[src/inc/phiwd_map.svh]
`ifndef PHIWD_MAP_SVH
`define PHIWD_MAP_SVH

// ----------------------------------------------------------------------
// Hub-side window registers, reached over the configuration carrier.
// ----------------------------------------------------------------------
`define PHIWD_LOWER_OFS    12'h148
`define PHIWD_UPPER_OFS    12'h14a
`define PHIWD_LOWER_RST    16'h0000
`define PHIWD_UPPER_RST    16'h0000
`define PHIWD_LOWER_WMASK  16'h8fff
`define PHIWD_UPPER_WMASK  16'h0fff
`define PHIWD_EN_BIT       15
`define PHIWD_NIB_MSB      11
`define PHIWD_REGION       12'hfec

// ----------------------------------------------------------------------
// Controller registers on APB, one aligned word each.
// ----------------------------------------------------------------------
`define PHIWD_A_CTRL       8'h00
`define PHIWD_A_BASE       8'h04
`define PHIWD_A_LIMIT      8'h08
`define PHIWD_A_RANGE      8'h0c
`define PHIWD_A_STAT       8'h10
`define PHIWD_CTRL_GO      0
`define PHIWD_CTRL_CLR     1
`define PHIWD_RANGE_LO_RST 12'h000
`define PHIWD_RANGE_HI_RST 12'hfff

`endif

[src/inc/phiwd_pkg.sv]
package phiwd_pkg;

    // ------------------------------------------------------------------
    // Strap-selected operating modes of the hub.
    // ------------------------------------------------------------------
    typedef enum logic [1:0] {
        PHIWD_MODE_SINGLE  = 2'h0,
        PHIWD_MODE_PROXY   = 2'h1,
        PHIWD_MODE_OTHER_A = 2'h2,
        PHIWD_MODE_OTHER_B = 2'h3
    } phiwd_mode_e;

    // Controller sequence, Gray coded along idle, upper, lower.
    typedef enum logic [1:0] {
        PHIWD_C_IDLE = 2'h0,
        PHIWD_C_WUP  = 2'h1,
        PHIWD_C_WLOW = 2'h3
    } phiwd_cstate_e;

    // All state of the hub end.
    typedef struct packed {
        logic [15:0] lower;     // Lower bound register with enable.
        logic [15:0] upper;     // Upper bound register.
        phiwd_mode_e mode;      // Strap mode caught at reset.
        logic        is_peer;   // Strap: this hub is the peer hub.
        logic        ack;       // Configuration answer.
        logic [15:0] rdata;     // Configuration read data.
        logic        dvalid;    // Decision valid pulse.
        logic        to_peer;   // Transaction targets the peer hub.
        logic        claim;     // Claimed locally.
        logic        fwd;       // Forwarded over the hub link.
        logic        pass;      // Not in the window.
        logic        live;      // Window effectively enabled.
    } phiwd_hub_s;

    // All state of the configuring controller.
    typedef struct packed {
        phiwd_cstate_e state;   // Sequence state.
        logic [15:0]   base;    // Staged lower bound image.
        logic [15:0]   limit;   // Staged upper bound image.
        logic [11:0]   rng_lo;  // Allowed span, low end.
        logic [11:0]   rng_hi;  // Allowed span, high end.
        logic          locked;  // Window programmed once.
        logic          done;    // Last commit completed.
        logic          refused; // Sticky: a commit was refused.
        logic          req;     // Carrier request.
        logic          we;      // Carrier write.
        logic [11:0]   addr;    // Carrier offset.
        logic [15:0]   wdata;   // Carrier write data.
        logic          pready;  // APB ready.
        logic [31:0]   prdata;  // APB read data.
        logic          pslverr; // APB error.
    } phiwd_ctl_s;

endpackage

[src/inc/phiwd_link_if.sv]
`timescale 1ns/1ns

// ----------------------------------------------------------------------
// Configuration carrier between the controller and the hub.
// ----------------------------------------------------------------------
interface phiwd_link_if;
    logic        cfg_req;    // Request held until answered.
    logic        cfg_we;     // High for a write.
    logic [11:0] cfg_addr;   // Register offset.
    logic [15:0] cfg_wdata;  // Write data.
    logic        cfg_ack;    // One-cycle answer.
    logic [15:0] cfg_rdata;  // Read data, valid with the answer.

    // The hub answers requests.
    modport hub (
        input  cfg_req, cfg_we, cfg_addr, cfg_wdata,
        output cfg_ack, cfg_rdata
    );

    // The controller issues requests.
    modport cfg (
        output cfg_req, cfg_we, cfg_addr, cfg_wdata,
        input  cfg_ack, cfg_rdata
    );
endinterface

[src/hdl/phiwd_cfg_end.sv]
`timescale 1ns/1ns
`include "phiwd_map.svh"

// ----------------------------------------------------------------------
// Configuring controller: APB registers and window programming.
// ----------------------------------------------------------------------
module phiwd_cfg_end (
    input  wire logic        clk,        // 10 MHz clock.
    input  wire logic        rst,        // Synchronous reset, high.
    phiwd_link_if.cfg        link,       // Configuration carrier.
    input  wire logic        psel,       // APB select.
    input  wire logic        penable,    // APB enable.
    input  wire logic        pwrite,     // APB write.
    input  wire logic [7:0]  paddr,      // APB byte address.
    input  wire logic [31:0] pwdata,     // APB write data.
    output logic [31:0]      prdata,     // APB read data.
    output logic             pready,     // APB ready.
    output logic             pslverr,    // APB error, unmapped offset.
    output logic             cfg_busy,   // Programming in progress.
    output logic             cfg_locked  // Window programmed.
);
    phiwd_pkg::phiwd_ctl_s q;     // Registered state.
    phiwd_pkg::phiwd_ctl_s d;     // Next state.
    logic                  wr_en; // APB write takes effect.
    logic                  go;    // Commit requested.
    logic                  bad;   // Window would leave the allowed span.

    // Mapped offsets, used for the error answer only; the read mux decodes paddr itself.
    function automatic logic is_mapped(input logic [7:0] a);
        is_mapped = (a == `PHIWD_A_CTRL) || (a == `PHIWD_A_BASE) ||
                    (a == `PHIWD_A_LIMIT) || (a == `PHIWD_A_RANGE) ||
                    (a == `PHIWD_A_STAT);
    endfunction

    assign wr_en = psel && penable && q.pready && pwrite;
    assign go    = wr_en && (paddr == `PHIWD_A_CTRL) && pwdata[`PHIWD_CTRL_GO];
    // An enabled, ordered window must stay inside the global span.
    assign bad   = q.base[`PHIWD_EN_BIT] && (q.base[11:0] <= q.limit[11:0])
                && ((q.base[11:0] < q.rng_lo) || (q.limit[11:0] > q.rng_hi)); // see

    // ------------------------------------------------------------------
    // Next-state logic.
    // ------------------------------------------------------------------
    always_comb begin
        d = q;
        // APB: one wait-free access phase; ready rises for it alone.
        if (psel && !penable && !q.pready) begin
            d.pready  = 1'b1;
            d.pslverr = !is_mapped(paddr);
            if (paddr == `PHIWD_A_BASE) begin
                d.prdata = {16'h0000, q.base};
            end else if (paddr == `PHIWD_A_LIMIT) begin
                d.prdata = {16'h0000, q.limit};
            end else if (paddr == `PHIWD_A_RANGE) begin
                d.prdata = {4'h0, q.rng_hi, 4'h0, q.rng_lo};
            end else if (paddr == `PHIWD_A_STAT) begin
                d.prdata = {28'h0000000, q.refused, q.locked, q.done,
                            (q.state != phiwd_pkg::PHIWD_C_IDLE)};
            end else begin
                d.prdata = 32'h00000000;
            end
        end else if (q.pready) begin
            d.pready  = 1'b0;
            d.pslverr = 1'b0;
        end
        // Staged images; the hub only changes on a commit.
        if (wr_en && paddr == `PHIWD_A_BASE) begin
            d.base = pwdata[15:0] & `PHIWD_LOWER_WMASK;
        end
        if (wr_en && paddr == `PHIWD_A_LIMIT) begin
            d.limit = pwdata[15:0] & `PHIWD_UPPER_WMASK;
        end
        if (wr_en && paddr == `PHIWD_A_RANGE) begin
            d.rng_lo = pwdata[11:0];
            d.rng_hi = pwdata[27:16];
        end
        // Clear first, so that a refusal in the same cycle still sticks.
        if (wr_en && paddr == `PHIWD_A_CTRL && pwdata[`PHIWD_CTRL_CLR]) begin
            d.refused = 1'b0;
        end
        unique case (q.state)
            phiwd_pkg::PHIWD_C_IDLE: begin
                if (go) begin
                    if (q.locked || bad) begin
                        d.refused = 1'b1;               // see
                    end else begin
                        // Upper first: the enable in the lower word must
                        // never meet a stale limit.
                        d.state = phiwd_pkg::PHIWD_C_WUP;
                        d.req   = 1'b1;
                        d.we    = 1'b1;
                        d.addr  = `PHIWD_UPPER_OFS;
                        d.wdata = q.limit;
                        d.done  = 1'b0;
                    end
                end
            end
            phiwd_pkg::PHIWD_C_WUP: begin
                if (link.cfg_ack) begin
                    d.state = phiwd_pkg::PHIWD_C_WLOW;
                    d.addr  = `PHIWD_LOWER_OFS;
                    d.wdata = q.base;
                end
            end
            phiwd_pkg::PHIWD_C_WLOW: begin
                if (link.cfg_ack) begin
                    d.state  = phiwd_pkg::PHIWD_C_IDLE;
                    d.req    = 1'b0;
                    d.we     = 1'b0;
                    d.done   = 1'b1;
                    d.locked = 1'b1;
                end
            end
        endcase
    end

    // ------------------------------------------------------------------
    // State register.
    // ------------------------------------------------------------------
    always_ff @(posedge clk) begin
        if (rst) begin
            q         <= '0;
            q.state   <= phiwd_pkg::PHIWD_C_IDLE;
            q.base    <= `PHIWD_LOWER_RST;
            q.limit   <= `PHIWD_UPPER_RST;
            q.rng_lo  <= `PHIWD_RANGE_LO_RST;
            q.rng_hi  <= `PHIWD_RANGE_HI_RST;
        end else begin
            q <= d;
        end
    end

    // Every hub on the carrier sees the same write, so the primary and
    // the peer copy can only ever hold one value.
    assign link.cfg_req   = q.req;
    assign link.cfg_we    = q.we;
    assign link.cfg_addr  = q.addr;
    assign link.cfg_wdata = q.wdata;
    assign prdata         = q.prdata;
    assign pready         = q.pready;
    assign pslverr        = q.pslverr;
    assign cfg_busy       = q.req;  // The request stands exactly while a commit runs.
    assign cfg_locked     = q.locked;
    // Sizing the window over every peer controller range stays a
    // software duty; the span register is the only guard offered here.
endmodule

[src/flat_wrapper.sv]
// flat-port wrapper written by rule: the top's interface ports become plain ports
module phiwd_cfg_end_flat 
  (clk, rst, psel, penable, pwrite, paddr, pwdata, prdata, pready, pslverr, cfg_busy, cfg_locked, link_cfg_req, link_cfg_we, link_cfg_addr, link_cfg_wdata, link_cfg_ack, link_cfg_rdata);
  phiwd_link_if link_i ();
  input  wire logic clk;
  input  wire logic rst;
  input  wire logic psel;
  input  wire logic penable;
  input  wire logic pwrite;
  input  wire logic [7:0] paddr;
  input  wire logic [31:0] pwdata;
  output logic [31:0] prdata;
  output logic pready;
  output logic pslverr;
  output logic cfg_busy;
  output logic cfg_locked;
  output wire logic [$bits(link_i.cfg_req)-1:0] link_cfg_req;
  output wire logic [$bits(link_i.cfg_we)-1:0] link_cfg_we;
  output wire logic [$bits(link_i.cfg_addr)-1:0] link_cfg_addr;
  output wire logic [$bits(link_i.cfg_wdata)-1:0] link_cfg_wdata;
  input wire logic [$bits(link_i.cfg_ack)-1:0] link_cfg_ack;
  input wire logic [$bits(link_i.cfg_rdata)-1:0] link_cfg_rdata;
  assign link_cfg_req = link_i.cfg_req;
  assign link_cfg_we = link_i.cfg_we;
  assign link_cfg_addr = link_i.cfg_addr;
  assign link_cfg_wdata = link_i.cfg_wdata;
  assign link_i.cfg_ack = link_cfg_ack;
  assign link_i.cfg_rdata = link_cfg_rdata;
  phiwd_cfg_end u_core (.clk(clk), .rst(rst), .link(link_i), .psel(psel), .penable(penable), .pwrite(pwrite), .paddr(paddr), .pwdata(pwdata), .prdata(prdata), .pready(pready), .pslverr(pslverr), .cfg_busy(cfg_busy), .cfg_locked(cfg_locked));
endmodule
[config.mk]
export PLATFORM = sky130hd
export DESIGN_NAME = phiwd_cfg_end_flat
export DESIGN_NICKNAME = d
export VERILOG_FILES = /design/src/inc/phiwd_pkg.sv /design/src/inc/phiwd_link_if.sv /design/src/hdl/phiwd_cfg_end.sv /design/src/flat_wrapper.sv
export VERILOG_INCLUDE_DIRS = /design/src /design/src/inc
export SDC_FILE = /design/constraint.sdc
export NUM_CORES = 1
export LEC_CHECK = 0
export BUFFER_PORTS_ARGS = -buffer_cell sky130_fd_sc_hd__buf_4
export CORE_UTILIZATION = 40
export CTS_CLUSTER_SIZE = 12
export DETAILED_ROUTE_END_ITERATION = 6
export GPL_TIMING_DRIVEN = 0
export HOLD_SLACK_MARGIN = 0.1
export SYNTH_ARGS = -nofsm -noshare
export SYNTH_HDL_FRONTEND = slang
export SYNTH_SLANG_ARGS = --single-unit
[constraint.sdc]
create_clock -name clk -period 2.6 [get_ports clk]
set_clock_uncertainty 0.05 [all_clocks]
set_input_delay 0.39 -clock clk [delete_from_list [all_inputs] [get_ports clk]]
set_output_delay 0.39 -clock clk [all_outputs]
set_load 0.005 [all_outputs]
Word level (Yosys, flattened, before mapping)
Cells that the tools add are included.

Register bits after elaboration: 118. Input port bits: 62. Output and inout port bits: 66. Word-level logic and storage cells: 83.

Magnitude comparators: 3. Equality and inequality tests: 10. Mux-type cells: 23. Reductions and logical operators: 32.

Operator list (number): 32-bit two-way mux (4); 28-bit case mux with 2 select lines (1); 30-bit two-way mux (1); 28-bit two-way mux (1); 8-bit by 4-bit == test with 1-bit output, second input constant (2); 1-bit logical AND (13); 12-bit > comparator (1); 12-bit less-or-equal comparator (1); 12-bit less-than comparator (1); 4-bit AND reduction (3); 8-bit by 3-bit == test with 1-bit output, second input constant (1); 8-bit by 5-bit == test with 1-bit output, second input constant (1); 8-bit zero test (1); 1-bit two-way mux (8); 2-bit two-way mux (4); 2-bit nonzero test (4); 1-bit logical OR (6); 2-bit inequality test, second input constant (3); 2-bit case mux with 3 select lines (1); 4-bit two-way mux (1); 2-bit case mux with 2 select lines (1); 1-bit zero test (3); 2-bit by 1-bit == test with 1-bit output, second input constant (1); 2-bit == test, second input constant (1); other kinds (4) (4).

Depth between registers and ports, before layout
Depth after elaboration: 9. Mapped depth: 10. Gate-level depth less buffers: 9.

Worst setup path after synthesis
No wires, ideal clock.

Path type: register -> register. Start: register u_core.q[68] (netlist name). End: register u_core.q (netlist bit u_core.link.cfg_wdata[5]). Library setup time: 0.122 ns. Arrival: 1.988 ns. Required time: 2.428 ns. Slack: 0.440 ns. Stages on the path, launching flop included: 11. Buffers on the path: 1. Period minus slack after synthesis: 2.160 ns. Path through: dfxtp_1 > inv_1 > ha_1 > nor2b_1 > o211ai_1 > a21oi_1 > o311a_1 > nor3_4 > buf_6 > o21ai_1 > o311a_1.

Word-level cells in the longest chain between the ends: 6.

RTL lines: start: declaration (RTL line phiwd_cfg_end.sv:22) `phiwd_pkg::phiwd_ctl_s q;`; 12-bit > comparator (RTL line phiwd_cfg_end.sv:39) `&& ((q.base[11:0] < q.rng_lo) || (q.limit[11:0] > q.rng_hi));`; 1-bit logical OR (RTL line phiwd_cfg_end.sv:39); 1-bit logical AND (RTL line phiwd_cfg_end.sv:38) `` assign bad = q.base[`PHIWD_EN_BIT] && (q.base[11:0] <= q.limit[11:0]) ``; 1-bit logical OR (RTL line phiwd_cfg_end.sv:84) `if (q.locked || bad) begin`; 2-bit inequality test (no source line); 4-bit AND reduction (no source line).

Every way passes these cells. A chain may end at the register's enable or synchronous reset.

Final worst setup path
Start: register u_core.q[92] (netlist name). End: register u_core.q (netlist bit u_core.link.cfg_wdata[4]).

Word-level cells in the longest chain between the ends: 6. Elaborated cells on any way between the ends: 8.

RTL lines (RTL line): 12-bit less-or-equal comparator or 12-bit > comparator (tied branches) (phiwd_cfg_end.sv:38, phiwd_cfg_end.sv:39); 1-bit logical AND or 1-bit logical OR (tied branches) (phiwd_cfg_end.sv:38, phiwd_cfg_end.sv:39); 1-bit logical AND * (phiwd_cfg_end.sv:38); 1-bit logical OR * (phiwd_cfg_end.sv:84); 2-bit inequality test (no source line) *; 4-bit AND reduction (no source line) *.

Every way passes the cells marked *; elsewhere a longest branch is shown, timed or not.

==> metrics <==
status=finished, final reports clean; Slew @ Worst Pin=0.6881 ns; routed wire length=15330 µm; worst r2r src=u_core.q[92]; TritonCTS Sinks=97; Slew headroom=0.5413; synth unique cells=55; worst slack, placed=0.03102 ns; Crit. End Element=register; Syn Area/Cell=8.281 µm²; Final Util=0.5138; Max Fclk=395.0 MHz; first-pass GRT wire length=23680 µm; number of flops mapped to enable cells by yosys=0; area grow syn2layout=24.02%; post-synthesis xor/xnor area fraction=0.001655; worst endpoint required time=2.79 ns; Final Instance Count excl. Fillers=932; VDD IR max=0.3008 mV; clock latency on the worst-skew pair=0.35 ns; Clock Power Share=0.456; Synth Area in Adders=0.08276; worst r2r path cells=9; nets=852; port buffer count=84; multi-input combinational cell area=2603 µm²; final hold vios=0; post-synthesis simple-gate area fraction=0.1624; Main synth FF type=dfxtp_1; critical path type=reg2reg; CP endpoint=u_core.link.cfg_wdata[4]; minimum clock period=2.532 ns; Reg2Reg Setup Slack=0.07 ns; Root Buffer=clkbuf_16; Clock transition at path regs=0.07 ns; Synth Register Bits=97; height of the chip=117.0 µm; number of hold buffers added after CTS=0; fillers=1262; WP buf/inv=2; endpoints failing setup=0; synthesized area=5291 µm²; asr flop ratio synth=0; Total Power=3.080 mW; Tcrit/Tclk final=0.9737; wire length per cell=16.45 µm; DRT iter0 DRCs=299; H-tree lvl count=3; final instance area=6563 µm²; Vias=4785; DR pass1 iterations=5; CP startpoint=u_core.q[92]; Antenna Diode Count=0; placed cell areas=6201 µm²; worst-path cell chain=inv_1 > ha_1 > nor2b_1 > o211ai_1 > a21boi_0 > o41ai_2 > o21ai_4 > clkbuf_4 > o311a_1; Routed Antenna Nets=0; largest family of logic cells by synthesized area=compound AO/OA/AOI/OAI gates; setup ws final=0.06835 ns; hold path depth=3; maximum clock path buffer count=2; Crit path depth=9; DIE AREA=13690 µm²; CTS tree=built; crit path launch type=register; DRC Markers=0; initial antenna violation count=0; Worst path slowest cell=dfxtp_1; IO Count=128; post-synthesis compound-gate area fraction=0.2095; WP data arrival=2.72 ns; post-synthesis sequential area ratio=0.3670; NetSw=0.6809 mW; leading area contributor after synthesis=dfxtp_1; Slew Limit Fails=0; vias in the first global route=4442; All-Layer GR Usage=0.2358; hold wc startpoint=pwdata[22]; Max-Cap Viols=0; DP HPWL=12030 µm; Core ar.=12770 µm²; Pint=2.399 mW; largest net degree at the start of global routing=16; crit path max fanout=10; GPL Wtd Cong=0.9135; crit-path leading delay family=compound AO/OA/AOI/OAI gates; initial core utilization=0.4142; delay of the slowest critical-path stage=0.44 ns; die width=117.0 µm; multiplexer share of the synthesized area=0.02270; placed insts=912; leakage=2.989 nW; Comb power frac=0.059; gr ovfl total=0; Gate Count Post-Synth=639; ranking of synthesized cells by area=dfxtp_1 37%, buf_4 9.1%, ha_1 8.3%; Sw Share=0.2211; synth warn=0; num rows=41; reg2reg end=u_core.link.cfg_wdata[4]; Vias/cell=5.134; top-area cell type share of the netlist area=0.3670; Worst Hold Class=in2reg; total CTS buffers=9; share of layout cells above drive strength 1=0.2579; Seq pwr share=0.485; register area=1942 µm²; Pwr Density=469.3 nW/µm²
-- registers in the layout, indices dropped and copies added (netlist names) --
register / count
u_core.prdata: 25
u_core.pslverr: 1
u_core.q: 53
u_core.link.cfg_addr: 2
u_core.cfg_locked: 1
u_core.link.cfg_we: 1
u_core.pready: 1
u_core.link.cfg_wdata: 13
-- cell families (layout without fill, tap and decap cells) --
kind of cell | count (synthesis) | count (layout)
AOI/OAI and AO/OA | 169 | 169
xor gates and xnor gates | 1 | 1
adders and majority gates | 35 | 35
buffers and inverters | 143 | 247
DFF | 97 | 97
muxes | 12 | 12
other | 1 | 18
and+or+nand+nor | 181 | 181
-- layout make-up --
| cell class | instances | area share |
|---|---|---|
| inverters | 42 | 0.02402 |
| clock buffers | 13 | 0.04118 |
| clock inverters | 3 | 0.007054 |
| well taps | 172 | 0.03279 |
| plain buffers | 101 | 0.09990 |
| flip-flops and latches | 97 | 0.2959 |
| multi-input cells | 416 | 0.3966 |
| repair buffers | 88 | 0.1026 |
-- synth_stat cells (all sizes together), types with 2 or more instances --
master / count
a32oi: 4
and4: 5
nand2: 86
a21o: 2
a31oi: 2
o21ai: 34
o211ai: 13
inv: 42
o41ai: 2
nand2b: 4
o311a: 13
nor2: 42
a21boi: 2
dfxtp: 97
a211oi: 2
a22oi: 32
nand3: 9
nor2b: 5
mux2i: 12
a21oi: 58
and3: 3
ha: 35
clkbuf: 23
nand4: 8
nor3: 14
buf: 78
-- layout by cell type (no fill, tap or decap), types with 2 or more instances in the layout --
cell type,instances
and3_1,2
a31oi_1,2
nor3_1,13
o211ai_1,13
mux2i_1,12
nand3_1,7
o21ai_0,20
buf_6,2
a21boi_0,2
a22oi_1,32
clkbuf_4,2
o21ai_1,12
dfxtp_1,97
nand2b_1,4
a21oi_1,58
clkbuf_16,9
nand2_1,85
nor2b_1,5
inv_1,42
clkbuf_8,3
and4_1,4
nand4_1,8
nor2_1,41
buf_2,10
buf_4,151
a32oi_1,4
conb_1,18
a21o_1,2
ha_1,35
o311a_1,13
clkbuf_1,22
-- worst min path at each step --
stage / endpoint / slack (ns)
finish: u_core.q[73] / 0.21
global route: u_core.q[67] / 0.21
CTS: u_core.q[73] / 0.21
detailed placement: u_core.prdata[15] / 0.40
global placement: u_core.prdata[15] / 0.40
floorplan: u_core.prdata[15] / 0.38
-- stage by stage --
| step | hold slack [ns] | TNS, ns |
|---|---|---|
| global placement | 0.3992 | 0 |
| floorplan | 0.3823 | 0 |
| finish | 0.2114 | 0 |
| CTS | 0.2061 | 0 |
| detailed placement | 0.4039 | 0 |
| global route | 0.2132 | -0.2681 |
-- power by group through the flow --
stage / Clock, mW / Combinational (mW) / Sequential (mW)
finish: 1.41 / 0.181 / 1.49
global route: 1.49 / 0.197 / 1.49
CTS: 1.43 / 0.180 / 1.49
detailed placement: 0 / 0.179 / 1.53
global placement: 0 / 0.178 / 1.53
floorplan: 0 / 0.0879 / 1.53
-- layer usage --
layer,global-route usage,up-vias,routed length (µm)
met5,0,-,0
met3,0.04583,27,998
li1,-,2379,-
met2,0.3684,171,6688
met1,0.3230,2208,7290
met4,0.08692,0,350
-- worst reg2reg max path: stages, from the launching register on --
cell,delay (ns)
dfxtp_1,0.44
inv_1,0.10
ha_1,0.31
nor2b_1,0.14
o211ai_1,0.17
a21boi_0,0.15
o41ai_2,0.42
o21ai_4,0.15
clkbuf_4,0.21
o311a_1,0.29
-- what timing repair did --
item                       CTS  global route
resized for setup            0             2
setup endpoints to repair    0            16
hold endpoints to repair     0             0
buffers inserted             0             4
(Power assumes the default switching activity.)
